===== src/core/fsiu_regs.svh =====
// Constants for the four source interrupt unit: offsets, fields, resets.
// Included by the package and the core; holds definitions only.
`ifndef FSIU_REGS_SVH
`define FSIU_REGS_SVH

`define FSIU_ADDR_W        8
`define FSIU_PC_W          12
`define FSIU_STACK_DEPTH   4
`define FSIU_NUM_SRC       4

// Register byte offsets
`define FSIU_OFF_CONTROL   8'h00
`define FSIU_OFF_STATUS    8'h04
`define FSIU_OFF_STACK0    8'h08
`define FSIU_OFF_STACK1    8'h0c
`define FSIU_OFF_STACK2    8'h10
`define FSIU_OFF_STACK3    8'h14

// Control fields
`define FSIU_CTL_FLAG_LSB  0
`define FSIU_CTL_MASK_LSB  4
`define FSIU_CTL_COP_BIT   8

// Status fields
`define FSIU_ST_DISABLE    0
`define FSIU_ST_PENDING    1
`define FSIU_ST_TEST_LOW   2
`define FSIU_ST_REQUEST    3
`define FSIU_ST_SRC_LSB    4

// Source bit positions
`define FSIU_SRC_EXT       0
`define FSIU_SRC_RFS       1
`define FSIU_SRC_TFS       2
`define FSIU_SRC_FRM       3

// Reset values
`define FSIU_RST_MASK      4'h0
`define FSIU_RST_FLAGS     4'h0
`define FSIU_RST_DISABLE   1'b1
`define FSIU_RST_SYNC      5'h10

// Interrupt entry address
`define FSIU_VECTOR        12'h002

`endif


===== src/core/fsiu_pkg.sv =====
// Types for the four source interrupt unit.
// Assumes fsiu_regs.svh on the include path.
`include "fsiu_regs.svh"

package fsiu_pkg;

  typedef struct packed {
    logic [`FSIU_ADDR_W-1:0] paddr;
    logic                    psel;
    logic                    penable;
    logic                    pwrite;
    logic [31:0]             pwdata;
  } fsiu_apb_req_type;

  typedef struct packed {
    logic [31:0] prdata;
    logic        pready;
    logic        pslverr;
  } fsiu_apb_rsp_type;

  typedef struct packed {
    logic                  instr_done;
    logic                  enable_interrupts_instr;
    logic                  disable_interrupts_instr;
    logic                  multiply_instr;
    logic                  stack_push;
    logic                  stack_pop;
    logic [`FSIU_PC_W-1:0] pc_current;
    logic [`FSIU_PC_W-1:0] stack_push_data;
  } fsiu_core_req_type;

  typedef struct packed {
    logic                  int_take;
    logic [`FSIU_PC_W-1:0] vector_pc;
    logic [`FSIU_PC_W-1:0] stack_top;
    logic                  branch_on_test_low;
    logic                  global_interrupt_disable;
    logic                  master_interrupt_pending;
  } fsiu_core_rsp_type;

  typedef struct packed {
    logic [4:0]  sync1;
    logic [4:0]  sync2;
    logic [4:0]  sync3;
    logic [4:0]  filt;
    logic [`FSIU_NUM_SRC-1:0] interrupt_flag_bits;
    logic [`FSIU_NUM_SRC-1:0] interrupt_mask_bits;
    logic        cop_mode;
    logic        global_interrupt_disable;
    logic        master_interrupt_pending;
    logic        request_d;
    logic [`FSIU_STACK_DEPTH-1:0][`FSIU_PC_W-1:0] stack;
    logic [31:0] prdata;
    logic        pslverr;
  } fsiu_state_type;

endpackage : fsiu_pkg


===== src/core/fsiu_core.sv =====
// Four source interrupt unit: flags, masks, master request, entry,
// return stack, test pin branch condition and APB register slave.
// Assumes one 50 MHz clock, the core pulsing instr_done once per retired
// instruction, and asynchronous pins synchronised here.
//
// The register addresses and the APB slave port are this design's own decisions.
`timescale 1ns/1ps
`include "fsiu_regs.svh"

// Function
// - Four maskable sources: external line, three serial port events.
// - Active source sets its own flag bit.
// - All unmasked flags merge into one shared master request.
// - Sources synchronised to clock; equal priority, software polls order.
// - Enable interrupts instruction clears global disable bit.
// - Master request occurrence sets master pending flag.
// - Accept: clear pending, set disable, push PC, jump to 2.
// - Writing one clears a flag; writing zero leaves it.
// - External flag stays set while its condition persists.
// - Coprocessor mode: test pin and external line unused from outside.
// - Branch condition samples active low test input pin.
// - Interrupt entry saves only the program counter.
// - No interrupt accepted right after a multiply instruction.
// - All stack levels storable and reloadable; no product restore.
// - Return stack holds four PC levels, pushable and poppable.
// - Pending request held while interrupts disabled.
// - One instruction after enable runs before interrupt accepted.
module fsiu_core (
  input  wire logic                      ref_clk,
  input  wire logic                      rst_n,
  input  wire fsiu_pkg::fsiu_apb_req_type apb_req,
  output fsiu_pkg::fsiu_apb_rsp_type     apb_rsp,
  input  wire fsiu_pkg::fsiu_core_req_type core_req,
  output fsiu_pkg::fsiu_core_rsp_type    core_rsp,
  input  wire logic                      external_interrupt,
  input  wire logic                      receive_frame_sync_interrupt,
  input  wire logic                      transmit_frame_sync_interrupt,
  input  wire logic                      serial_frame_interrupt,
  input  wire logic                      branch_test_input_n,
  input  wire logic                      cop_external_event,
  input  wire logic                      cop_test_n
);

  fsiu_pkg::fsiu_state_type s;
  fsiu_pkg::fsiu_state_type next_s;

  logic [4:0]                raw_in;
  logic [`FSIU_NUM_SRC-1:0]  set_flag;
  logic [`FSIU_NUM_SRC-1:0]  clr_flag;
  logic                      master_request;
  logic                      accept;
  logic                      setup;
  logic                      wr_access;
  logic [`FSIU_ADDR_W-1:0]   addr;
  logic [31:0]               ctl_word;
  logic [31:0]               status_word;
  logic [4:0]                filt_next;
  logic                      shift_down;
  logic [`FSIU_PC_W-1:0]     push_value;
  logic [`FSIU_STACK_DEPTH-1:0] level_wr;
  logic [`FSIU_STACK_DEPTH-1:0][`FSIU_PC_W-1:0] stack_next;

  // Pin selection; coprocessor mode feeds the port's own events
  always_comb begin
    raw_in[`FSIU_SRC_EXT] = s.cop_mode ? cop_external_event
                                       : external_interrupt;
    raw_in[`FSIU_SRC_RFS] = receive_frame_sync_interrupt;
    raw_in[`FSIU_SRC_TFS] = transmit_frame_sync_interrupt;
    raw_in[`FSIU_SRC_FRM] = serial_frame_interrupt;
    raw_in[4]             = s.cop_mode ? cop_test_n
                                       : branch_test_input_n;
  end

  // Flag set terms: external is level held, serial events are edges
  for (genvar gs = 0; gs < `FSIU_NUM_SRC; gs++) begin : g_src
    if (gs == `FSIU_SRC_EXT) begin : g_ext
      assign set_flag[gs] = s.filt[gs];
    end else begin : g_serial
      assign set_flag[gs] = (s.sync2[gs] == s.sync3[gs]) && s.sync3[gs]
                            && !s.filt[gs];
    end
  end

  // Per pin filter: a change counts when stages two and three agree
  for (genvar gp = 0; gp < 5; gp++) begin : g_pin
    assign filt_next[gp] = (s.sync2[gp] == s.sync3[gp]) ? s.sync3[gp]
                         : s.filt[gp];
  end

  assign master_request = |(s.interrupt_flag_bits
                            & s.interrupt_mask_bits);

  // Entry at an instruction boundary; disable bit and multiply gate it
  assign accept = core_req.instr_done && s.master_interrupt_pending
                  && !s.global_interrupt_disable
                  && !core_req.multiply_instr;

  assign addr      = apb_req.paddr;
  assign setup     = apb_req.psel && !apb_req.penable;
  assign wr_access = apb_req.psel && apb_req.penable && apb_req.pwrite;

  // Entry push takes the top level ahead of a core push; pop comes last
  assign shift_down = accept || core_req.stack_push;
  assign push_value = accept ? core_req.pc_current
                             : core_req.stack_push_data;

  // Per level: a register write wins over any shift
  for (genvar gl = 0; gl < `FSIU_STACK_DEPTH; gl++) begin : g_level
    logic [`FSIU_PC_W-1:0] shifted;
    logic [`FSIU_PC_W-1:0] popped;

    assign level_wr[gl] = wr_access
                          && addr == 8'(`FSIU_OFF_STACK0 + 4 * gl);
    if (gl == 0) begin : g_top
      assign shifted = push_value;
    end else begin : g_below
      assign shifted = s.stack[gl-1];
    end
    if (gl == `FSIU_STACK_DEPTH-1) begin : g_bottom
      assign popped = s.stack[gl];
    end else begin : g_above
      assign popped = s.stack[gl+1];
    end
    assign stack_next[gl] = level_wr[gl] ? apb_req.pwdata[`FSIU_PC_W-1:0]
                            : shift_down ? shifted
                            : core_req.stack_pop ? popped
                            : s.stack[gl];
  end

  always_comb begin
    clr_flag = '0;
    if (wr_access && addr == `FSIU_OFF_CONTROL) begin
      clr_flag = apb_req.pwdata[`FSIU_CTL_FLAG_LSB +: `FSIU_NUM_SRC];
    end
  end

  always_comb begin
    ctl_word = '0;
    ctl_word[`FSIU_CTL_FLAG_LSB +: `FSIU_NUM_SRC] = s.interrupt_flag_bits;
    ctl_word[`FSIU_CTL_MASK_LSB +: `FSIU_NUM_SRC] = s.interrupt_mask_bits;
    ctl_word[`FSIU_CTL_COP_BIT] = s.cop_mode;
    status_word = '0;
    status_word[`FSIU_ST_DISABLE]  = s.global_interrupt_disable;
    status_word[`FSIU_ST_PENDING]  = s.master_interrupt_pending;
    status_word[`FSIU_ST_TEST_LOW] = !s.filt[4];
    status_word[`FSIU_ST_REQUEST]  = master_request;
    status_word[`FSIU_ST_SRC_LSB +: `FSIU_NUM_SRC] =
      s.filt[`FSIU_NUM_SRC-1:0];
  end

  always_comb begin
    next_s = s;

    // Three stage synchroniser; a change counts when stages two and
    // three agree
    next_s.sync1 = raw_in;
    next_s.sync2 = s.sync1;
    next_s.sync3 = s.sync2;
    next_s.filt  = filt_next;

    // Set wins over a simultaneous clear
    next_s.interrupt_flag_bits = (s.interrupt_flag_bits & ~clr_flag)
                                 | set_flag;

    // Pending flag on each new master request; acceptance clears it
    next_s.request_d = master_request;
    if (accept) begin
      next_s.master_interrupt_pending = 1'b0;
    end
    if (master_request && !s.request_d) begin
      next_s.master_interrupt_pending = 1'b1;
    end

    // Global disable bit
    if (core_req.instr_done && core_req.disable_interrupts_instr) begin
      next_s.global_interrupt_disable = 1'b1;
    end
    if (core_req.instr_done && core_req.enable_interrupts_instr) begin
      next_s.global_interrupt_disable = 1'b0;
    end
    if (accept) begin
      next_s.global_interrupt_disable = 1'b1;
    end

    // Return stack levels from the per level logic
    next_s.stack = stack_next;

    // Register writes
    if (wr_access) begin
      case (addr)
        `FSIU_OFF_CONTROL: begin
          next_s.interrupt_mask_bits =
            apb_req.pwdata[`FSIU_CTL_MASK_LSB +: `FSIU_NUM_SRC];
          next_s.cop_mode = apb_req.pwdata[`FSIU_CTL_COP_BIT];
        end
        default: begin
        end
      endcase
    end

    // Read data and error latched in the setup phase
    if (setup) begin
      next_s.pslverr = 1'b0;
      case (addr)
        `FSIU_OFF_CONTROL: next_s.prdata = ctl_word;
        `FSIU_OFF_STATUS:  next_s.prdata = status_word;
        `FSIU_OFF_STACK0:  next_s.prdata = {20'h00000, s.stack[0]};
        `FSIU_OFF_STACK1:  next_s.prdata = {20'h00000, s.stack[1]};
        `FSIU_OFF_STACK2:  next_s.prdata = {20'h00000, s.stack[2]};
        `FSIU_OFF_STACK3:  next_s.prdata = {20'h00000, s.stack[3]};
        default: begin
          next_s.prdata  = 32'h00000000;
          next_s.pslverr = 1'b1;
        end
      endcase
    end
  end

  always_ff @(posedge ref_clk or negedge rst_n) begin
    if (!rst_n) begin
      s                          <= '0;
      s.sync1                    <= `FSIU_RST_SYNC;
      s.sync2                    <= `FSIU_RST_SYNC;
      s.sync3                    <= `FSIU_RST_SYNC;
      s.filt                     <= `FSIU_RST_SYNC;
      s.interrupt_flag_bits      <= `FSIU_RST_FLAGS;
      s.interrupt_mask_bits      <= `FSIU_RST_MASK;
      s.global_interrupt_disable <= `FSIU_RST_DISABLE;
    end else begin
      s <= next_s;
    end
  end

  // Zero wait slave; status read reflects state at the setup edge
  always_comb begin
    apb_rsp.prdata  = s.prdata;
    apb_rsp.pready  = 1'b1;
    apb_rsp.pslverr = s.pslverr && apb_req.psel && apb_req.penable;
  end

  always_comb begin
    core_rsp.int_take                 = accept;
    core_rsp.vector_pc                = `FSIU_VECTOR;
    core_rsp.stack_top                = s.stack[0];
    core_rsp.branch_on_test_low       = !s.filt[4];
    core_rsp.global_interrupt_disable = s.global_interrupt_disable;
    core_rsp.master_interrupt_pending = s.master_interrupt_pending;
  end

endmodule : fsiu_core


===== config.mk =====
export PLATFORM = sky130hd
export DESIGN_NAME = fsiu_core
export DESIGN_NICKNAME = d
export VERILOG_FILES = /design/src/core/fsiu_pkg.sv /design/src/core/fsiu_core.sv
export VERILOG_INCLUDE_DIRS = /design/src /design/src/core
export SDC_FILE = /design/constraint.sdc
export NUM_CORES = 1
export LEC_CHECK = 0
export BUFFER_PORTS_ARGS = -buffer_cell sky130_fd_sc_hd__buf_2
export CAP_MARGIN = 25
export CORE_MARGIN = 8
export CORE_UTILIZATION = 50
export CTS_BUF_LIST = sky130_fd_sc_hd__clkbuf_8
export DETAILED_ROUTE_END_ITERATION = 8
export HOLD_SLACK_MARGIN = 0.05
export PLACE_DENSITY_LB_ADDON = 0.2
export SYNTH_ARGS = -nofsm -noshare
export SYNTH_HDL_FRONTEND = slang
export SYNTH_SLANG_ARGS = --single-unit

===== constraint.sdc =====
create_clock -name ref_clk -period 5.1 [get_ports ref_clk]
set_clock_uncertainty 0.15 [all_clocks]
set_input_delay 0.255 -clock ref_clk [delete_from_list [all_inputs] [get_ports ref_clk]]
set_output_delay 0.255 -clock ref_clk [all_outputs]
set_load 0.05 [all_outputs]

==> metrics.cfg <==
[outcome]
status=finished, final reports clean

[pwr]
ir_drop_uv=187
p_leak_nw=2.84
powerDensity_nw_per_um2=371

[synthesis]
synth.avg_cell_area_um2=9.90
ys_seq_area_share_pct=41.9
synth_edf_count=0
synthCells=562
async_reset_ff_share_pct=100
ys_warn_count=0
synth_flop_cell=dfrtp_1
synth-seq-cells=93
synth_area_um2=5560
synth.distinct_cells=49

[critical_path]
cp_cell_sequence=nor4bb_4, buf_4, nor3_2, buf_4, mux2i_1, a21oi_2
worstSetupStartpointType=flop
critPathSlowestCell=nor3_2
crit_path_end=g_level[1].shifted[7]
crit_family=simple AND/OR/NAND/NOR gates
cp.required_ps=5190
rrSetupSlack_ps=2680
path_max_fanout=23
cp-startpoint=core_rsp[1]
arrival_ps=2510
critPathKind=flop to flop
endpoint_kind=flop
r2r_end=g_level[1].shifted[7]
reg2reg_depth=6
cp.depth=6
crit_path_frequent_cell=buf_4
worst-path-buf-inv=2
crit_path_max_incr_delay_ps=600
worstReg2RegStart=core_rsp[1]

[route]
ant_nets=0
avgViaCountPerCell=5.55
wl_per_cell_um=18.6
drtIter0Drc=285
firstDrtPassIters=4
drt-total-wl_um=14300
via_count=4254
route.detailed.drc=0

[floorplan]
start_util_pct=51.3
ios=144
die_area_um2=14800
row_count=38
die_w_um=121
die-height_um=121
core_area_um2=10800

[global_routing]
antenna_found_initial=0
grt_max_degree=50
grt_pass1_vias=4355
grt_pass1_wl_um=23100
track_usage_pct=19.8
grt_overflow=0

[placed_design]
place.gp.congestion=0.859
hpwlAfterDp_um=9910
port_buffers=90
dp.cells=730
post-place-ws_ps=2590

[sta]
setup_viol=0
tns_ps=0
period_needed_ps=2420
hold_violations=0
worst_pin_slew_ps=896
fin_hold_ws_ps=76.6
finalCritPeriodShare_pct=47.5
rsz0062_at_grt=false
max-slew-margin-rel_pct=40.3
drv_slew=0
max_freq_ghz=0.413
layout_setup_ws_ps=2680

[clock_tree]
clk_pin_slew_ps=90
clk_path_buf_depth=2
clk_latency_ps=380
ctsRootBufferMaster=clkbuf_8
h-tree-depth=3
cts.sinks=93
cts_made_buffers=9
cts_tree=done

[min_path]
hp-class=primary input to flop

[job]
drv_cap=0

[cells_and_area]
n_antenna_cell=0
fin_nets=707
area_growth_pct=11.0
drive_above_1_share_pct=30.8
final_cells=767

-- metrics by stage --
step | total power, mW | util, % | cell area, um2
final | 2.29 | 56.9 | 6170
after global routing | 2.41 | 56.9 | 6170
after CTS | 2.30 | 56.9 | 6160
after detailed placement | 1.72 | 52.9 | 5730
after global placement | 1.69 | 52.9 | 5730
after floorplan | 1.58 | - | 5680
-- kinds of logic (layout without fill, tap and decap cells) --
kind of cell | count (synthesis) | in the layout | synth area share (%)
AO/OA/AOI/OAI | 114 | 114 | 12.5
adder cells (fa/ha/maj) | 5 | 5 | 1.03
buffers and inverters | 108 | 142 | 12.5
flip-flops | 93 | 93 | 41.9
multiplexers | 94 | 94 | 19.2
other | 2 | 33 | 0.135
AND/OR/NAND/NOR | 146 | 146 | 12.7
-- where the power goes --
group / switching [mW] / internal (mW)
Clock: 0.276 / 0.294
Sequential: 0.140 / 0.875
Combinational: 0.435 / 0.270
Total: 0.851 / 1.44
-- flip-flops by register name, indices dropped and copies added (netlist names) --
| register | flops |
|---|---|
| core_rsp | 2 |
| g_level.shifted | 12 |
| next_s | 10 |
| apb_rsp | 12 |
| ctl_word | 9 |
| s | 12 |
| g_level.popped | 36 |
-- worst reg2reg max path: stages (launching register included) --
cell and delay, ps:
dfstp_2 590, nor4bb_4 60, buf_4 230, nor3_2 610, buf_4 340, mux2i_1 240
a21oi_2 80
-- layer usage --
layer  GRT usage [%]  share of wire, %  up-vias
li1                -                 -     1993
met5               0                 0        -
met3            4.51               9.4       19
met2            31.4                47      207
met4            6.94               1.6        0
met1            26.0                42     2035
-- how the worst min path moves through the flow --
stage | from | to | depth (start not counted)
2_1_floorplan | rst_n | apb_rsp[10] | 0
3_3_place_gp | rst_n | next_s[106] | 1
3_5_place_dp | rst_n | next_s[106] | 1
4_1_cts | core_req[28] | core_rsp[1] | 3
5_1_grt | core_req[28] | core_rsp[1] | 3
6_report | core_req[28] | core_rsp[1] | 3
-- cell usage in the layout (no fill, tap or decap), types with 9 or more instances in the layout --
cell,synthesis,layout
buf_2,15,89
buf_4,60,9
a21oi_2,12,12
dlygate4sd3_1,0,20
dfrtp_1,88,88
nand2_1,66,66
conb_1,2,33
nor2_2,9,9
nor3_1,25,24
a21oi_1,36,36
o21ai_0,31,31
nor2_1,23,23
mux2i_1,53,53
clkbuf_8,0,10
a31oi_1,12,12
mux2_2,31,31
-- cell usage after synthesis (all sizes together), types with 2 or more instances --
library cell	n	area (um2)
dfrtp	88	2200
buf	82	597
nand2	66	248
mux2i	53	531
a21oi	48	285
mux2	36	424
o21ai	36	180
nor2	32	143
nor3	25	125
clkbuf	18	67.6
a31oi	13	87.6
inv	8	30.0
dfstp	5	131
mux4	5	113
or2	4	25.0
a22o	3	26.3
ha	3	37.5
nand2b	3	18.8
o22a	3	26.3
a221oi	2	17.5
a22oi	2	15.0
conb	2	7.51
maj3	2	20.0
nand3	2	10.0
nand4b	2	17.5
nor4	2	25.0
o41ai	2	17.5
or3	2	12.5
or4	2	18.8
-- layout make-up --
type | instances | area [um2]
clock inverters | 6 | 93.8
flip-flops and latches | 93 | 2330
multi-input cells | 392 | 2690
fillers | 974 | 4670
clock buffers | 10 | 138
well taps | 140 | 175
inverters | 8 | 30.0
repair buffers | 118 | 713
-- what timing repair did --
action / 4_1_cts / 5_1_grt
setup buffers: 0 / 0
resized for setup: 0 / 0
hold endpoints to repair: 90 / 0
hold buffers: 20 / 0
(Power assumes the default switching activity.)
